==> src/rtl/rrm_pad_unused.sv <==
// holds no logic

==> src/rtl/rrm_pkg.sv <==
// shared constants, types and the register class table of the reset retention matrix
package rrm_pkg;

	// ****************************************
	// widths and register map
	// ****************************************
	localparam int DW   = 8;
	localparam int IW   = 6;
	localparam int NREG = 41;

	typedef logic [IW-1:0] rrm_idx_t;
	typedef logic [DW-1:0] rrm_data_t;

	localparam rrm_idx_t NREG_I = IW'(NREG);

	// touch control, status, sampling control, x/y conversion and x/y screen dot
	localparam int TOUCH_LO    = 0;
	localparam int TOUCH_HI    = 6;
	// calibration dots for points a, b, c on both axes, then x and y dot span
	localparam int CAL_DOT_LO  = 7;
	localparam int CAL_DOT_HI  = 14;
	// calibration conversion values for points a, b, c on both axes
	localparam int CAL_CONV_LO = 15;
	localparam int CAL_CONV_HI = 20;
	// x base plus four companions, then y base plus four companions
	localparam int DOTCALC_LO  = 21;
	localparam int DOTCALC_HI  = 30;
	localparam int IDX_SHARED_STATUS = 31;
	// key control, repeat interval, key status, key pattern
	localparam int KEY_LO      = 32;
	localparam int KEY_HI      = 35;
	localparam int IDX_PWR_FIRST   = 36;
	localparam int IDX_PWR_SECOND  = 37;
	localparam int IDX_LAMP        = 38;
	localparam int IDX_FRONT_LIGHT = 39;
	localparam int IDX_RESET_CTRL  = 40;

	// ****************************************
	// control fields and forced values
	// ****************************************
	localparam int SOFT_RESET_BIT          = 0;
	localparam int SWITCH_RESET_ENABLE_BIT = 1;
	localparam int SYSTEM_POWER_BIT        = 0;
	localparam rrm_data_t FORCED_OFF_VAL   = 8'h00;
	localparam rrm_data_t INIT_DEFAULT     = 8'h00;

	// ****************************************
	// types
	// ****************************************
	// how a register reacts: init on a/b/d, init on a only, init on a/b with zero on d
	typedef enum logic [1:0] {
		RRM_CLS_ABD,
		RRM_CLS_A,
		RRM_CLS_ABZ
	} rrm_cls_e;

	typedef struct packed {
		logic a;
		logic b;
		logic c;
		logic d;
	} rrm_cond_s;

	typedef struct packed {
		logic      en;
		rrm_idx_t  idx;
		rrm_data_t data;
	} rrm_wr_s;

	function automatic rrm_cls_e cls_of(input int idx);
		if (idx >= CAL_DOT_LO && idx <= DOTCALC_HI) begin
			return RRM_CLS_A;
		end else if (idx == IDX_PWR_FIRST || idx == IDX_LAMP || idx == IDX_FRONT_LIGHT) begin
			return RRM_CLS_ABZ;
		end else begin
			return RRM_CLS_ABD;
		end
	endfunction

endpackage

==> src/rtl/rrm_cond_decode.sv <==
// reset condition decoder: switch synchronisers, press detection and priority
module rrm_cond_decode (
	input  wire logic              mclk,
	input  wire logic              rst_n,
	input  wire logic              hard_sw_n,
	input  wire logic              reset_sw_n,
	input  wire rrm_pkg::rrm_wr_s  wr,
	input  wire logic              sw_reset_en,
	output rrm_pkg::rrm_cond_s     cond
);

	// ****************************************
	// pin synchronisers, bit 0 hard switch, bit 1 reset switch
	// ****************************************
	logic [1:0] sync1_r;
	logic [1:0] sync2_r;
	logic [1:0] sync3_r;
	logic       por_pend_r;

	always_ff @(posedge mclk or negedge rst_n) begin
		if (!rst_n) begin
			sync1_r <= 2'h3;
			sync2_r <= 2'h3;
			sync3_r <= 2'h3;
		end else begin
			sync1_r <= {reset_sw_n, hard_sw_n};
			sync2_r <= sync1_r;
			sync3_r <= sync2_r;
		end
	end

	// one cycle of condition a right after power-on release
	always_ff @(posedge mclk or negedge rst_n) begin
		if (!rst_n) begin
			por_pend_r <= 1'b1;
		end else begin
			por_pend_r <= 1'b0;
		end
	end

	// ****************************************
	// raw conditions and priority
	// ****************************************
	logic [1:0] press;
	logic       a_raw;
	logic       b_raw;
	logic       c_raw;
	logic       d_raw;

	assign press = sync3_r & ~sync2_r;
	assign a_raw = por_pend_r | press[0];
	assign b_raw = (wr.en && wr.idx == rrm_pkg::IW'(rrm_pkg::IDX_RESET_CTRL)
	                && wr.data[rrm_pkg::SOFT_RESET_BIT])
	               || (press[1] && sw_reset_en);
	assign c_raw = press[1] && !sw_reset_en;
	assign d_raw = wr.en && wr.idx == rrm_pkg::IW'(rrm_pkg::IDX_PWR_FIRST)
	               && !wr.data[rrm_pkg::SYSTEM_POWER_BIT];

	// strongest condition alone survives: a, then b, then d, then c
	assign cond.a = a_raw;
	assign cond.b = b_raw && !a_raw;
	assign cond.d = d_raw && !a_raw && !b_raw;
	assign cond.c = c_raw && !a_raw && !b_raw && !d_raw;

	// ****************************************
	// checks
	// ****************************************
	a_switch_b_cond: assert property (@(posedge mclk) disable iff (!rst_n)
		press[1] && sw_reset_en |-> cond.b || cond.a)
		else $error("reset switch with enable set did not give condition b");
	a_switch_c_cond: assert property (@(posedge mclk) disable iff (!rst_n)
		$fell(sync2_r[1]) && !sw_reset_en && !a_raw && !b_raw && !d_raw |-> cond.c)
		else $error("reset switch with enable clear did not give condition c");
	a_power_off_d: assert property (@(posedge mclk) disable iff (!rst_n)
		d_raw && !cond.a && !cond.b |-> cond.d)
		else $error("system power bit cleared without condition d");
	a_cond_onehot: assert property (@(posedge mclk) disable iff (!rst_n)
		$onehot0({cond.a, cond.b, cond.c, cond.d}) && (!(b_raw && !a_raw) || cond.b))
		else $error("reset conditions not resolved to the strongest one");

endmodule

==> src/rtl/rrm_top.sv <==
// reset retention matrix: power supply controller registers and their reset behaviour
module rrm_top #(
	parameter logic [rrm_pkg::NREG-1:0][rrm_pkg::DW-1:0] INIT_VAL =
		{rrm_pkg::NREG{rrm_pkg::INIT_DEFAULT}}
) (
	input  wire logic                mclk,
	input  wire logic                rst_n,
	input  wire logic                hard_sw_n,
	input  wire logic                reset_sw_n,
	input  wire rrm_pkg::rrm_wr_s    wr,
	input  wire rrm_pkg::rrm_idx_t   rd_idx,
	output rrm_pkg::rrm_data_t       rd_data,
	output rrm_pkg::rrm_cond_s       sys_reset,
	output logic                     switch_reset_en,
	output logic                     system_power,
	output rrm_pkg::rrm_data_t       touch_control,
	output rrm_pkg::rrm_data_t       key_control,
	output rrm_pkg::rrm_data_t       power_ctrl_second,
	output rrm_pkg::rrm_data_t       lamp_level,
	output rrm_pkg::rrm_data_t       front_light_level
);

	// ****************************************
	// register store and condition decode
	// ****************************************
	logic [rrm_pkg::NREG-1:0][rrm_pkg::DW-1:0] reg_r;
	rrm_pkg::rrm_cond_s                         cond;
	rrm_pkg::rrm_cond_s                         sys_reset_r;
	rrm_pkg::rrm_data_t                         rd_data_r;

	rrm_cond_decode u_cond (
		.mclk        (mclk),
		.rst_n       (rst_n),
		.hard_sw_n   (hard_sw_n),
		.reset_sw_n  (reset_sw_n),
		.wr          (wr),
		.sw_reset_en (reg_r[rrm_pkg::IDX_RESET_CTRL][rrm_pkg::SWITCH_RESET_ENABLE_BIT]),
		.cond        (cond)
	);

	// ****************************************
	// per register update: reset class first, software write last
	// ****************************************
	genvar g;
	generate
		for (g = 0; g < rrm_pkg::NREG; g++) begin : g_reg
			localparam rrm_pkg::rrm_cls_e CLS = rrm_pkg::cls_of(g);
			always_ff @(posedge mclk or negedge rst_n) begin
				if (!rst_n) begin
					reg_r[g] <= INIT_VAL[g];
				end else if (cond.a) begin
					reg_r[g] <= INIT_VAL[g];
				end else if (cond.b && CLS != rrm_pkg::RRM_CLS_A) begin
					reg_r[g] <= INIT_VAL[g];
				end else if (cond.d && CLS == rrm_pkg::RRM_CLS_ABD) begin
					reg_r[g] <= INIT_VAL[g];
				end else if (cond.d && CLS == rrm_pkg::RRM_CLS_ABZ) begin
					reg_r[g] <= rrm_pkg::FORCED_OFF_VAL;
				end else if (wr.en && wr.idx == rrm_pkg::IW'(g)) begin
					reg_r[g] <= wr.data;
				end
			end

			// condition c never touches a register, only a write may
			a_reg_hold_c: assert property (@(posedge mclk) disable iff (!rst_n)
				cond.c && !(wr.en && wr.idx == rrm_pkg::IW'(g)) |=> $stable(reg_r[g]))
				else $error("register changed under condition c");
			if (CLS == rrm_pkg::RRM_CLS_A) begin : g_keep
				a_reg_keep_bd: assert property (@(posedge mclk) disable iff (!rst_n)
					(cond.b || cond.d) && !(wr.en && wr.idx == rrm_pkg::IW'(g))
					|=> $stable(reg_r[g]))
					else $error("calibration register lost outside condition a");
			end else begin : g_init
				a_reg_init_b: assert property (@(posedge mclk) disable iff (!rst_n)
					cond.b |=> reg_r[g] == INIT_VAL[g])
					else $error("register not initialised under condition b");
			end
		end
	endgenerate

	// ****************************************
	// read port and condition outputs
	// ****************************************
	always_ff @(posedge mclk or negedge rst_n) begin
		if (!rst_n) begin
			rd_data_r <= rrm_pkg::INIT_DEFAULT;
		end else if (rd_idx < rrm_pkg::NREG_I) begin
			rd_data_r <= reg_r[rd_idx];
		end else begin
			rd_data_r <= rrm_pkg::INIT_DEFAULT;
		end
	end

	always_ff @(posedge mclk or negedge rst_n) begin
		if (!rst_n) begin
			sys_reset_r <= '0;
		end else begin
			sys_reset_r <= cond;
		end
	end

	assign rd_data           = rd_data_r;
	assign sys_reset         = sys_reset_r;
	assign switch_reset_en   =
		reg_r[rrm_pkg::IDX_RESET_CTRL][rrm_pkg::SWITCH_RESET_ENABLE_BIT];
	assign system_power      = reg_r[rrm_pkg::IDX_PWR_FIRST][rrm_pkg::SYSTEM_POWER_BIT];
	assign touch_control     = reg_r[rrm_pkg::TOUCH_LO];
	assign key_control       = reg_r[rrm_pkg::KEY_LO];
	assign power_ctrl_second = reg_r[rrm_pkg::IDX_PWR_SECOND];
	assign lamp_level        = reg_r[rrm_pkg::IDX_LAMP];
	assign front_light_level = reg_r[rrm_pkg::IDX_FRONT_LIGHT];

	// ****************************************
	// checks
	// ****************************************
	logic hit_touch;
	logic hit_cal_dot;
	logic hit_cal_conv;
	logic hit_dotcalc;
	logic hit_key;
	logic init_abd;

	assign hit_touch    = wr.en && wr.idx <= rrm_pkg::IW'(rrm_pkg::TOUCH_HI);
	assign hit_cal_dot  = wr.en && wr.idx >= rrm_pkg::IW'(rrm_pkg::CAL_DOT_LO)
	                      && wr.idx <= rrm_pkg::IW'(rrm_pkg::CAL_DOT_HI);
	assign hit_cal_conv = wr.en && wr.idx >= rrm_pkg::IW'(rrm_pkg::CAL_CONV_LO)
	                      && wr.idx <= rrm_pkg::IW'(rrm_pkg::CAL_CONV_HI);
	assign hit_dotcalc  = wr.en && wr.idx >= rrm_pkg::IW'(rrm_pkg::DOTCALC_LO)
	                      && wr.idx <= rrm_pkg::IW'(rrm_pkg::DOTCALC_HI);
	assign hit_key      = wr.en && wr.idx >= rrm_pkg::IW'(rrm_pkg::KEY_LO)
	                      && wr.idx <= rrm_pkg::IW'(rrm_pkg::KEY_HI);
	assign init_abd     = cond.a || cond.b || cond.d;

	a_full_init: assert property (@(posedge mclk) disable iff (!rst_n)
		cond.a |=> reg_r == INIT_VAL && sys_reset.a)
		else $error("condition a left a register off its initial value");

	a_touch_ctrl_init: assert property (@(posedge mclk) disable iff (!rst_n)
		init_abd |=> reg_r[2:0] == INIT_VAL[2:0])
		else $error("touch control group not initialised");
	a_touch_ctrl_hold: assert property (@(posedge mclk) disable iff (!rst_n)
		cond.c && !hit_touch |=> reg_r[2:0] == $past(reg_r[2:0]))
		else $error("touch control group changed under condition c");

	a_touch_res_init: assert property (@(posedge mclk) disable iff (!rst_n)
		init_abd |=> reg_r[rrm_pkg::TOUCH_HI:3] == INIT_VAL[rrm_pkg::TOUCH_HI:3])
		else $error("touch results not initialised");
	a_touch_res_hold: assert property (@(posedge mclk) disable iff (!rst_n)
		cond.c && !hit_touch
		|=> reg_r[rrm_pkg::TOUCH_HI:3] == $past(reg_r[rrm_pkg::TOUCH_HI:3]))
		else $error("touch results changed under condition c");

	a_cal_dot_keep: assert property (@(posedge mclk) disable iff (!rst_n)
		(cond.b || cond.c || cond.d) && !hit_cal_dot
		|=> reg_r[rrm_pkg::CAL_DOT_HI:rrm_pkg::CAL_DOT_LO]
		    == $past(reg_r[rrm_pkg::CAL_DOT_HI:rrm_pkg::CAL_DOT_LO]))
		else $error("calibration dots lost outside condition a");

	a_cal_conv_keep: assert property (@(posedge mclk) disable iff (!rst_n)
		(cond.b || cond.c || cond.d) && !hit_cal_conv
		|=> reg_r[rrm_pkg::CAL_CONV_HI:rrm_pkg::CAL_CONV_LO]
		    == $past(reg_r[rrm_pkg::CAL_CONV_HI:rrm_pkg::CAL_CONV_LO]))
		else $error("calibration conversion values lost outside condition a");

	a_dotcalc_keep: assert property (@(posedge mclk) disable iff (!rst_n)
		(cond.b || cond.c || cond.d) && !hit_dotcalc
		|=> reg_r[rrm_pkg::DOTCALC_HI:rrm_pkg::DOTCALC_LO]
		    == $past(reg_r[rrm_pkg::DOTCALC_HI:rrm_pkg::DOTCALC_LO]))
		else $error("dot calculation values lost outside condition a");

	a_shared_status: assert property (@(posedge mclk) disable iff (!rst_n)
		init_abd |=> reg_r[rrm_pkg::IDX_SHARED_STATUS] == INIT_VAL[rrm_pkg::IDX_SHARED_STATUS])
		else $error("shared status not initialised");
	a_shared_hold: assert property (@(posedge mclk) disable iff (!rst_n)
		cond.c && !wr.en |=> $stable(reg_r[rrm_pkg::IDX_SHARED_STATUS]))
		else $error("shared status changed under condition c");

	a_key_init_hold: assert property (@(posedge mclk) disable iff (!rst_n)
		cond.c && !hit_key
		|=> reg_r[rrm_pkg::KEY_HI:rrm_pkg::KEY_LO] == $past(reg_r[rrm_pkg::KEY_HI:rrm_pkg::KEY_LO]))
		else $error("key registers changed under condition c");
	a_key_init: assert property (@(posedge mclk) disable iff (!rst_n)
		init_abd |=> reg_r[rrm_pkg::KEY_HI:rrm_pkg::KEY_LO]
		             == INIT_VAL[rrm_pkg::KEY_HI:rrm_pkg::KEY_LO])
		else $error("key registers not initialised");

	a_pwr_first_off: assert property (@(posedge mclk) disable iff (!rst_n)
		cond.d |=> reg_r[rrm_pkg::IDX_PWR_FIRST] == rrm_pkg::FORCED_OFF_VAL && !system_power)
		else $error("first power control not forced off under condition d");
	a_pwr_first_b: assert property (@(posedge mclk) disable iff (!rst_n)
		cond.b |=> reg_r[rrm_pkg::IDX_PWR_FIRST] == INIT_VAL[rrm_pkg::IDX_PWR_FIRST])
		else $error("first power control not initialised under condition b");

	a_pwr_second: assert property (@(posedge mclk) disable iff (!rst_n)
		cond.d |=> power_ctrl_second == INIT_VAL[rrm_pkg::IDX_PWR_SECOND])
		else $error("second power control not initialised under condition d");

	a_lamp_off: assert property (@(posedge mclk) disable iff (!rst_n)
		cond.d ##1 (!wr.en && !cond.a && !cond.b)[*2] |=> lamp_level == rrm_pkg::FORCED_OFF_VAL)
		else $error("lamp not held cleared after condition d");

	a_front_light: assert property (@(posedge mclk) disable iff (!rst_n)
		cond.d |=> front_light_level == rrm_pkg::FORCED_OFF_VAL)
		else $error("front light not cleared under condition d");
	a_front_light_c: assert property (@(posedge mclk) disable iff (!rst_n)
		cond.c && !wr.en |=> $stable(front_light_level) && $stable(lamp_level))
		else $error("front light or lamp changed under condition c");

	a_reset_ctrl: assert property (@(posedge mclk) disable iff (!rst_n)
		cond.c && !wr.en |=> $stable(switch_reset_en) && sys_reset.c)
		else $error("switch reset selection lost across a switch reset");
	a_reset_ctrl_b: assert property (@(posedge mclk) disable iff (!rst_n)
		cond.b |=> reg_r[rrm_pkg::IDX_RESET_CTRL] == INIT_VAL[rrm_pkg::IDX_RESET_CTRL])
		else $error("reset control not initialised under condition b");

	a_prio_out: assert property (@(posedge mclk) disable iff (!rst_n)
		cond.b && cond.d == 1'b0 |=> sys_reset.b && !sys_reset.d && !sys_reset.c)
		else $error("condition output not the strongest one");

	// ****************************************
	// checks on the visible outputs and the register store
	// ****************************************
	a_out_b_pulse: assert property (@(posedge mclk) disable iff (!rst_n)
		cond.b |=> sys_reset.b && !sys_reset.a)
		else $error("condition b not shown on the output");
	a_out_c_pulse: assert property (@(posedge mclk) disable iff (!rst_n)
		cond.c |=> sys_reset.c && !sys_reset.b && !sys_reset.d)
		else $error("condition c not shown on the output");
	a_out_d_pulse: assert property (@(posedge mclk) disable iff (!rst_n)
		cond.d |=> sys_reset.d && !system_power)
		else $error("condition d not shown on the output");
	a_out_one_cycle: assert property (@(posedge mclk) disable iff (!rst_n)
		!cond.a && !cond.b && !cond.c && !cond.d |=> sys_reset == '0)
		else $error("condition output outlived its cycle");
	a_store_c_hold: assert property (@(posedge mclk) disable iff (!rst_n)
		cond.c && !wr.en |=> $stable(reg_r))
		else $error("condition c changed the register store");

	a_cal_dot_a: assert property (@(posedge mclk) disable iff (!rst_n)
		cond.a |=> reg_r[rrm_pkg::CAL_DOT_HI:rrm_pkg::CAL_DOT_LO]
		           == INIT_VAL[rrm_pkg::CAL_DOT_HI:rrm_pkg::CAL_DOT_LO])
		else $error("calibration dots not initialised under condition a");
	a_cal_conv_a: assert property (@(posedge mclk) disable iff (!rst_n)
		cond.a |=> reg_r[rrm_pkg::CAL_CONV_HI:rrm_pkg::CAL_CONV_LO]
		           == INIT_VAL[rrm_pkg::CAL_CONV_HI:rrm_pkg::CAL_CONV_LO])
		else $error("calibration conversion values not initialised under condition a");
	a_dotcalc_a: assert property (@(posedge mclk) disable iff (!rst_n)
		cond.a |=> reg_r[rrm_pkg::DOTCALC_HI:rrm_pkg::DOTCALC_LO]
		           == INIT_VAL[rrm_pkg::DOTCALC_HI:rrm_pkg::DOTCALC_LO])
		else $error("dot calculation values not initialised under condition a");

	a_touch_out_b: assert property (@(posedge mclk) disable iff (!rst_n)
		cond.b |=> touch_control == INIT_VAL[rrm_pkg::TOUCH_LO])
		else $error("touch control not initialised under condition b");
	a_touch_out_d: assert property (@(posedge mclk) disable iff (!rst_n)
		cond.d |=> touch_control == INIT_VAL[rrm_pkg::TOUCH_LO])
		else $error("touch control not initialised under condition d");
	a_key_out_b: assert property (@(posedge mclk) disable iff (!rst_n)
		cond.b |=> key_control == INIT_VAL[rrm_pkg::KEY_LO])
		else $error("key control not initialised under condition b");
	a_key_out_d: assert property (@(posedge mclk) disable iff (!rst_n)
		cond.d |=> key_control == INIT_VAL[rrm_pkg::KEY_LO])
		else $error("key control not initialised under condition d");

	a_pwr_first_hold: assert property (@(posedge mclk) disable iff (!rst_n)
		cond.c && !wr.en
		|=> $stable(system_power) && $stable(reg_r[rrm_pkg::IDX_PWR_FIRST]))
		else $error("first power control changed under condition c");
	a_pwr_second_b: assert property (@(posedge mclk) disable iff (!rst_n)
		cond.b |=> power_ctrl_second == INIT_VAL[rrm_pkg::IDX_PWR_SECOND])
		else $error("second power control not initialised under condition b");
	a_pwr_second_hold: assert property (@(posedge mclk) disable iff (!rst_n)
		cond.c && !wr.en |=> $stable(power_ctrl_second))
		else $error("second power control changed under condition c");

	a_lamp_b: assert property (@(posedge mclk) disable iff (!rst_n)
		cond.b |=> lamp_level == INIT_VAL[rrm_pkg::IDX_LAMP])
		else $error("lamp not initialised under condition b");
	a_lamp_d: assert property (@(posedge mclk) disable iff (!rst_n)
		cond.d |=> lamp_level == rrm_pkg::FORCED_OFF_VAL)
		else $error("lamp not cleared under condition d");
	a_front_light_b: assert property (@(posedge mclk) disable iff (!rst_n)
		cond.b |=> front_light_level == INIT_VAL[rrm_pkg::IDX_FRONT_LIGHT])
		else $error("front light not initialised under condition b");

	a_reset_ctrl_d: assert property (@(posedge mclk) disable iff (!rst_n)
		cond.d |=> reg_r[rrm_pkg::IDX_RESET_CTRL] == INIT_VAL[rrm_pkg::IDX_RESET_CTRL])
		else $error("reset control not initialised under condition d");
	a_reset_ctrl_hold: assert property (@(posedge mclk) disable iff (!rst_n)
		cond.c && !wr.en |=> $stable(reg_r[rrm_pkg::IDX_RESET_CTRL]))
		else $error("reset control changed under condition c");

endmodule
==> config.mk <==
export PLATFORM = sky130hd
export DESIGN_NAME = rrm_top
export DESIGN_NICKNAME = d
export VERILOG_FILES = /design/src/rtl/rrm_pad_unused.sv /design/src/rtl/rrm_pkg.sv /design/src/rtl/rrm_cond_decode.sv /design/src/rtl/rrm_top.sv
export SDC_FILE = /design/constraint.sdc
export NUM_CORES = 1
export LEC_CHECK = 0
export ABC_AREA = 1
export BUFFER_PORTS_ARGS = -buffer_cell sky130_fd_sc_hd__buf_2
export CAP_MARGIN = 20
export CORE_MARGIN = 4
export CORE_UTILIZATION = 53
export DETAILED_ROUTE_END_ITERATION = 10
export PLACE_DENSITY = 0.7
export SKIP_CTS_REPAIR_TIMING = 1
export SYNTH_ARGS = -nofsm -noshare
export SYNTH_HDL_FRONTEND = slang
export SYNTH_HIERARCHICAL = 1
export SYNTH_SLANG_ARGS = --single-unit
==> constraint.sdc <==
create_clock -name mclk -period 2.92 [get_ports mclk]
set_input_delay 0 -clock mclk [delete_from_list [all_inputs] [get_ports mclk]]
set_output_delay 0 -clock mclk [all_outputs]
set_load 0.02 [all_outputs]
Word level (Yosys, flattened, before mapping)
Cells that the tools add are included.
{"block": "word_totals", "register_bits": 347, "latch_bits": 0, "mem_bits_rw": 0, "mem_bits_ro": 0, "in_bits": 25, "out_inout_bits": 54, "elab_cells": 313, "mem_count": 0}
{"block": "op_classes", "n_addsub": 0, "mul": 0, "n_div": 0, "order_cmp": 2, "n_eq_ne": 40, "n_shift": 0, "n_mux": 119, "bitwise": 3, "n_reduce_logical": 99}
{"operator": "8-bit two-way mux", "count": 118}
{"operator": "6-bit by 5-bit equality test with 1-bit output, second input constant", "count": 16}
{"operator": "4-bit nonzero test", "count": 17}
{"operator": "6-bit equality test, second input constant", "count": 9}
{"operator": "1-bit logical AND", "count": 51}
{"operator": "8-bit binary-select mux with 6-bit select", "count": 1}
{"operator": "6-bit by 4-bit equality test with 1-bit output, second input constant", "count": 8}
{"operator": "2-bit nonzero test", "count": 24}
{"operator": "6-bit by 3-bit equality test with 1-bit output, second input constant", "count": 4}
{"operator": "6-bit by 2-bit equality test with 1-bit output, second input constant", "count": 2}
{"operator": "6-bit by 7-bit < comparator with 1-bit output, second input constant", "count": 1}
{"operator": "6-bit by 1-bit equality test with 1-bit output, second input constant", "count": 1}
{"operator": "6-bit logical NOT", "count": 1}
{"operator": "6-bit < comparator, second input constant", "count": 1}
{"operator": "1-bit logical NOT", "count": 5}
{"operator": "2-bit AND", "count": 1}
{"operator": "2-bit NOT", "count": 1}
{"operator": "1-bit logical OR", "count": 1}
{"operator": "1-bit bitwise OR", "count": 1}

Depth between registers and ports, before layout
Gate-level depths: netlist (run 1).
{"block": "depth", "word_depth": 9, "ltp_mapped": 15}

Modules after synthesis
The synthesis (run 1) kept the hierarchy.
{"mod": "rrm_top", "n_inst": 1, "cells_each": 2161, "area_per_inst_um2": 16435.8}
{"mod": "rrm_cond_decode", "n_inst": 1, "cells_each": 41, "area_per_inst_um2": 357.8}

Worst setup path before layout (run 1)
Ideal clock, no wire load.
{"block": "synth_timing", "path_kind": "reg-to-reg", "from": "reg u_cond.sync2_r[0]", "to": "reg reg_r[90] in the netlist's numbering", "setup_ns": 0.133, "arrival_time_ns": 1.920, "path_slack_ns": 0.867, "stages_incl_launch_ff": 11, "synth_period_minus_slack_ns": 2.053, "cell_sequence": "dfstp_2 inv_2 nand2_2 nand2_4 buf_4 buf_2 buf_2 buf_2 a21oi_1 clkbuf_1 o21ai_0"}
{"block": "synth_between", "elab_chain_cells": 4, "word_cells_on_any_way": 5, "classes_between": "mux (1); bitwise (3); reduce/logical (1)"}
{"element": "start: declaration", "line": "rrm_cond_decode.sv:16", "text": "logic [1:0] sync2_r;"}
{"element": "start signal: assignment", "line": "rrm_cond_decode.sv:27", "text": "sync2_r <= sync1_r;"}
{"element": "2-bit NOT *", "line": "rrm_cond_decode.sv:50", "text": "assign press = sync3_r & ~sync2_r;"}
{"element": "2-bit AND *", "line": "rrm_cond_decode.sv:50"}
{"element": "1-bit bitwise OR *", "line": "rrm_cond_decode.sv:51", "text": "assign a_raw = por_pend_r | press[0];"}
{"element": "named net u_cond.a_raw", "line": "rrm_cond_decode.sv:45", "text": "logic a_raw;"}
{"element": "8-bit two-way mux or 2-bit nonzero test (tied branches)"}
{"element": "end signal: indexed assignment", "line": "rrm_top.sv:50", "text": "reg_r[g] <= INIT_VAL[g];"}
{"element": "end signal: indexed assignment", "line": "rrm_top.sv:52", "text": "reg_r[g] <= INIT_VAL[g];"}
{"element": "end signal: indexed assignment", "line": "rrm_top.sv:54", "text": "reg_r[g] <= INIT_VAL[g];"}
{"element": "end: declaration", "line": "rrm_top.sv:26", "text": "logic [rrm_pkg::NREG-1:0][rrm_pkg::DW-1:0] reg_r;"}
Mark *: on every way through the listed nets, which the timed path passes. The rest lies on a longest branch.
A chain may end at the register's enable or synchronous reset.

==> results of run 1 <==
power breakdown:
group          internal, uW  switching [uW]  total, uW
clock                  2750            1940       4690
sequential             5190             189       5370
combinational           455            1160       1620
total                  8390            3290      11700
layer usage:
layer	vias up	track usage, %
met5	-	0
met4	0	7.72
met3	99	4.87
met2	694	42.8
met1	6941	44.3
li1	6942	-
worst max-delay path: stages (launching register included):
cell	delay, ns
dfstp_2	0.53
nand2_2	0.06
nand2_4	0.20
a21oi_2	0.06
nor2_1	0.17
nand2_1	0.28
buf_12	0.26
a21oi_1	0.76
o21ai_0	0.19
path summary, 6_finish.rpt:
path	slack [ns]	endpoint	depth (start not counted)	from
worst max-delay path	0.22	reg_r[42]$_DFFE_PN0P_	8	u_cond/sync3_r[0]$_DFF_PN1_
worst min-delay path	-0.04	reg_r[271]$_DFFE_PN0P_	5	wr[7]
worst max register to register	0.22	reg_r[42]$_DFFE_PN0P_	8	u_cond/sync3_r[0]$_DFF_PN1_
worst min register to register	0.36	u_cond/sync2_r[1]$_DFF_PN1_	0	u_cond/sync1_r[1]$_DFF_PN1_
max in group asynchronous	1.88	u_cond/por_pend_r$_DFF_PN1_	3	rst_n
min in group asynchronous	0.11	reg_r[113]$_DFFE_PN0P_	2	rst_n
placed cells by master (no fill, tap or decap):
| cell | netlist | layout |
|---|---|---|
| clkbuf_8 | 0 | 5 |
| clkinv_1 | 3 | 2 |
| nand3_1 | 145 | 145 |
| a21oi_2 | 10 | 10 |
| a21oi_4 | 1 | 1 |
| buf_4 | 44 | 48 |
| buf_8 | 0 | 1 |
| inv_4 | 0 | 1 |
| o21ai_1 | 34 | 34 |
| bufinv_16 | 0 | 2 |
| o21ai_0 | 349 | 349 |
| o211ai_1 | 16 | 16 |
| buf_12 | 0 | 7 |
| nand2_1 | 721 | 721 |
| buf_2 | 45 | 76 |
| nand3b_1 | 1 | 1 |
| nor3_4 | 1 | 1 |
| nor2_2 | 6 | 6 |
| clkbuf_1 | 64 | 7 |
| inv_2 | 6 | 6 |
| a31oi_2 | 0 | 1 |
| clkbuf_16 | 0 | 39 |
| a31oi_1 | 4 | 3 |
| nor3_1 | 1 | 1 |
| dfstp_2 | 7 | 7 |
| diode_2 | 0 | 1 |
| dlygate4sd3_1 | 0 | 9 |
| a21oi_1 | 48 | 48 |
| nor2_1 | 118 | 118 |
| nand2_2 | 4 | 4 |
| nor2_4 | 1 | 1 |
| clkinv_2 | 0 | 11 |
| inv_6 | 0 | 1 |
| conb_1 | 1 | 1 |
| clkinvlp_4 | 0 | 1 |
| nor3_2 | 1 | 1 |
| nand2_4 | 1 | 1 |
| dfrtp_1 | 340 | 340 |
| inv_1 | 216 | 216 |
kinds of logic (layout without fill, tap and decap cells):
family | Yosys count | in the layout
AND/OR/NAND/NOR | 1000 | 1000
flip-flops | 347 | 347
buffers and inverters | 392 | 432
AO/OA/AOI/OAI | 462 | 462
other | 1 | 2
stage by stage:
stage / hold slack, ns / total power [uW] / area, sq um / worst slack (ns) / cells
after floorplan: -0.296 / 6460 / 16800 / 0.867 / 2202
after global placement: 0.0902 / 7000 / 17300 / 0.342 / 2563
after detailed placement: 0.0819 / 7040 / 17300 / 0.266 / 2563
after CTS: -0.453 / 11700 / 18500 / 0.256 / 2629
after global routing: 0.00854 / 12200 / 18600 / 0.000914 / 2638
final: -0.0434 / 11700 / 18600 / 0.216 / 2639
final cells by class:
cell class / instances / area share, %
diodes: 1 / 0.0134
clock buffers: 51 / 5.75
clock inverters: 15 / 0.705
inverters: 225 / 4.54
multi-input cells: 1463 / 34.4
flip-flops and latches: 347 / 46.6
well taps: 396 / 2.66
repair buffers: 141 / 5.29
flip-flops by register name, summed over array words and instances (netlist names), 2 cells and up:
name               flops
u_cond/sync3_r         2
sys_reset              4
u_cond/sync2_r         2
lamp_level             8
power_ctrl_second      8
touch_control          8
reg_r                286
front_light_level      8
u_cond/sync1_r         2
rd_data                8
key_control            8
==> out/metrics.yaml, run 1 <==
finish:
  layout-drive-gt1-share_pct: 10.3
  final_core_util_pct: 60.3
  seq_area_sq_um: 8690
  syn_to_final_growth_pct: 11.0
  nFillCells: 2773
  multiInputGateArea_sq_um: 6410
  layout.nets: 2242
synth:
  synth_warnings: 6
  syn_area_sq_um: 16800
  synthesis.nets: 2227
  yosys.area_share.simple_pct: 23.8
  synth.most_common_cell: "nand2_1"
  synth-compound-area-share_pct: 14.3
  synth-edff-count: 0
  synthFlopType: "dfrtp_1"
  synth_adder_area_share_pct: 0
  synth_top_area_share_pct: 50.7
  synth_cells: 2202
  synth_top_family_by_area: "simple AND/OR/NAND/NOR gates"
  synth-xor-area-share_pct: 0
  yosysUniqueCellTypes: 28
  ys_seq_elements: 347
  synth_mux_area_share_pct: 0
  seq_area_frac_synth_pct: 51.8
  synth_commonest_cells: "nand2_1, o21ai_0, dfrtp_1"
  synth_area_leaders: "dfrtp_1, nand2_1, o21ai_0"
  avgSynthCellArea_sq_um: 7.63
  async_flop_share_pct: 100
  synth_top_cell_by_area: "dfrtp_1"
die:
  die-area_sq_um: 34600
  rows: 64
  start_util_pct: 54.3
  die_height_um: 186
  ios: 79
  die_w_um: 186
  core_area_sq_um: 30900
routing:
  wl_met1_um: 22100
  top_layer: "met4"
  drc: 0
  met2_length_um: 21700
  antenna_left: 0
  via_count: 14700
  wl_per_cell_um: 18.8
  wl_um: 49500
  dr.pass1.iters: 6
  dr_wl_met3_um: 4440
  drt-initial-drc-count: 1836
  viasPerCell: 5.56
global_routing:
  antenna_found_initial: 1
  grt-ovfl-total: 0
  grt_usage_pct: 28.9
  grt_pass1_vias: 13700
  grt_max_degree: 98
  grt_pass1_wl_um: 78300
power_and_ir_drop:
  leakagePower_uw: 0.00912
  vdd_drop_max_uv: 376
  powerDensity_nw_per_um2: 627
timing:
  final.period_utilization_pct: 92.6
  fin_crit_ns: 2.70
  slew_violations: 0
  max_freq_ghz: 0.370
  final_hold_viol_count: 10
  worst_slew_pin_slew_ns: 0.992
  rsz0062_at_grt: "false"
  finClkSkew_ns: 0.0144
  finalSetupTns_ns: 0
  holdWs_ns: -0.0434
  finalSetupViolCount: 0
  relSlewSlack_pct: 33.8
place:
  place.gp.congestion: 0.977
  place_hpwl_um: 32900
  portBuffers: 78
clocking:
  cts_tree: "yes"
  clockBufferDepth: 3
  h-tree-depth: 2
  clk_pin_slew_ns: 0.06
  cts_sinks: 347
  clockRootBuffer: "clkbuf_16"
  clk_latency_ns: 0.52
  numCtsBuffers: 39
worst_setup_path:
  critical_path_class: "reg -> reg"
  worstPathRequired_ns: 3.28
  crit_arrival_ns: 3.07
  crit_path_max_fanout: 16
  end_kind: "register"
  start_kind: "register"
outcome:
  status: "complete, but fails checks"
  failed_checks: "hold timing"
flow_run:
  drv_cap: 0
min_path:
  hp-class: "in -> reg"
Power figures use the tool's default switching activity.
==> inputs of run 2 (changes only) <==
CTS_BUF_LIST = sky130_fd_sc_hd__clkbuf_4 sky130_fd_sc_hd__clkbuf_8 sky130_fd_sc_hd__clkbuf_16   (was not set)
clock period = 2.5 ns   (was 2.92 ns; I/O delays follow)
==> run 2 against run 1 <==
The run still ends with hold timing left. Fmax increased by 18%. Final area grew 1.7%. Worst hold slack gained 0.023 ns. Global-route usage is 0.45 points higher. Clock skew grew 0.0028 ns. Setup slack worse by 0.0067 ns. Critical endpoint is now reg_r[35]$_DFFE_PN0P_. Highest routed layer is now met5.
==> out/metrics.yaml, run 2 (synthesis gave the netlist of run 1 again) <==
worst_setup_path:
  start_kind: "register"  # unchanged
  crit_path_max_fanout: 16  # unchanged
  worstPathRequired_ns: 2.86  # was 3.28 ns
  max_stage_delay_ns: 0.80  # was 0.76 ns
  reg2reg_from: "u_cond/sync3_r[0]$_DFF_PN1_"  # unchanged
  end_kind: "register"  # unchanged
  crit_arrival_ns: 2.65  # was 3.07 ns
  crit_slowest_cell: "a21oi_1"  # unchanged
  worstSetupStartpoint: "u_cond/sync3_r[0]$_DFF_PN1_"  # unchanged
  path_cells: "nand2_2 > nand2_4 > a21oi_2 > nor2_1 > nand2_1 > a21oi_1 > o21ai_0"  # was nand2_2 > nand2_4 > a21oi_2 > nor2_1 > nand2_1 > buf_12 > a21oi_1 > o21ai_0
  critical_path_class: "reg -> reg"  # unchanged
place:
  placed_cells: 2570  # was 2,563
  portBuffers: 78  # unchanged
  place_hpwl_um: 33000  # was 32,900 um
  place.gp.congestion: 0.926  # was 0.977
finish:
  mostFrequentLayoutCells: "nand2_1, o21ai_0, dfrtp_1, inv_1, nand3_1"  # unchanged
  regMostFlops: "reg_r"  # unchanged
  layout-drive-gt1-share_pct: 11.2  # was 10.3%
  largest_reg_flops: 286  # unchanged
  final_common_cell: "nand2_1"  # unchanged
  layout.nets: 2252  # was 2,242
  syn_to_final_growth_pct: 12.8  # was 11.0%
  nFillCells: 2742  # was 2,773
  fin_cells: 2655  # was 2,639
power_and_ir_drop:
  powerDensity_nw_per_um2: 755  # was 627 nW/um^2
  leakagePower_uw: 0.00928  # was 0.00912 uW
  power.total_uw: 14300  # was 11,700 uW
  vdd_drop_max_uv: 593  # was 376 uV
clocking:
  clockBufferDepth: 3  # unchanged
  clk_pin_slew_ns: 0.06  # about the same
  numCtsBuffers: 39  # unchanged
  clk_latency_ns: 0.53  # was 0.52 ns
  cts_sinks: 347  # unchanged
  cts_tree: "yes"  # unchanged
  clockRootBuffer: "clkbuf_16"  # unchanged
  h-tree-depth: 2  # unchanged
routing:
  wl_um: 50500  # was 49,500 um
  drc: 0  # unchanged
  dr.pass1.iters: 8  # was 6
  viasPerCell: 5.60  # was 5.56
  antenna_left: 0  # unchanged
  wl_per_cell_um: 19.0  # was 18.8 um
  via_count: 14900  # was 14,700
  drt-initial-drc-count: 1606  # was 1,836
flow_run:
  drv_cap: 0  # unchanged
die:
  rows: 64  # unchanged
  start_util_pct: 54.3  # unchanged
  die_w_um: 186  # unchanged
  die_height_um: 186  # unchanged
  die-area_sq_um: 34600  # unchanged
  core_area_sq_um: 30900  # unchanged
  ios: 79  # unchanged
global_routing:
  grt_usage_pct: 29.3  # was 28.9%
  grt_max_degree: 106  # was 98
  grt_pass1_vias: 13900  # was 13,700
  grt-ovfl-total: 0  # unchanged
  grt_pass1_wl_um: 78800  # was 78,300 um
  antenna_found_initial: 3  # was 1
min_path:
  hp-class: "in -> reg"  # unchanged
  hp-start: "wr[14]"  # was wr[7]
timing:
  final_hold_viol_count: 9  # was 10
  relSlewSlack_pct: 34.5  # was 33.8%
  finClkSkew_ns: 0.0172  # was 0.0144 ns
  finalSetupViolCount: 0  # unchanged
  max_freq_ghz: 0.437  # was 0.370 GHz
  final.period_utilization_pct: 91.6  # was 92.6%
  worst_slew_pin_slew_ns: 0.983  # was 0.992 ns
  fin_crit_ns: 2.29  # was 2.70 ns
  rsz0062_at_grt: "true"  # was false
  slew_violations: 0  # unchanged
  holdWs_ns: -0.0208  # was -0.0434 ns
outcome:
  failed_checks: "hold timing"  # unchanged
  status: "complete, but fails checks"  # unchanged
[run 2: changes by cell type in the layout (fill, tap and decap cells not counted), moves of 2 or more]
cell       before  now
clkbuf_16      39   41
buf_12          7   10
clkbuf_8        5    9
bufinv_16       2    4
clkinv_2       11    5
clkbuf_1        7    0
clkbuf_4        0   11
buf_4          48   53
[run 2: critical path, delay by kind of cell (launching register included)]
family	cells	cell delay, ns
flops	1	0.53
compound gates	3	1.06
simple gates	4	0.54
[run 2: final timing paths]
check / to / slack (ns) / cells past startpoint
max reg2reg: reg_r[35]$_DFFE_PN0P_ / 0.21 / 7
min in group asynchronous: reg_r[126]$_DFFE_PN0P_ / -0.01 / 2
max: reg_r[35]$_DFFE_PN0P_ / 0.21 / 7
min reg2reg: u_cond/sync2_r[1]$_DFF_PN1_ / 0.36 / 0
min: sys_reset[1]$_DFF_PN0_ / -0.02 / 6
max in group asynchronous: u_cond/por_pend_r$_DFF_PN1_ / 1.65 / 3
[run 2: stage by stage]
step / instance area, sq um / util [%] / TNS, ns / hold slack [ns] / setup WS, ns
after floorplan: 16800 / - / 0 / -0.296 / 0.447
after global placement: 17400 / 56.4 / 0 / -0.0586 / 0.246
after detailed placement: 17400 / 56.4 / 0 / -0.0520 / 0.149
after CTS: 18800 / 60.9 / 0 / -0.599 / 0.131
after global routing: 18900 / 61.3 / -0.169 / 0.0167 / -0.0620
final: 18900 / 61.3 / 0 / -0.0208 / 0.210
[run 2: cell type report]
class                      count  area, sq um  share of cell area, %
timing repair buffer         151         1100                   5.83
multi-input combinational   1463         6420                   33.9
sequential                   347         8690                   45.9
clock inverter                10          153                  0.806
clock buffer                  61         1230                   6.50
antenna                        2         5.00                 0.0264
inverter                     225          847                   4.47
tap                          396          495                   2.61
[run 2: routing by layer]
metal / vias up / share of wire, % / track usage [%]
met1: 7093 / 42 / 42.8
met2: 714 / 44 / 43.6
met5: - / 0.014 / 0
met3: 105 / 11 / 7.27
met4: 2 / 3.3 / 9.15
li1: 6960 / - / -
[run 2: where the power goes]
part	switching, uW	total (uW)	internal (uW)
clock	2300	6100	3800
sequential	226	6280	6060
combinational	1370	1920	550
total	3900	14300	10400
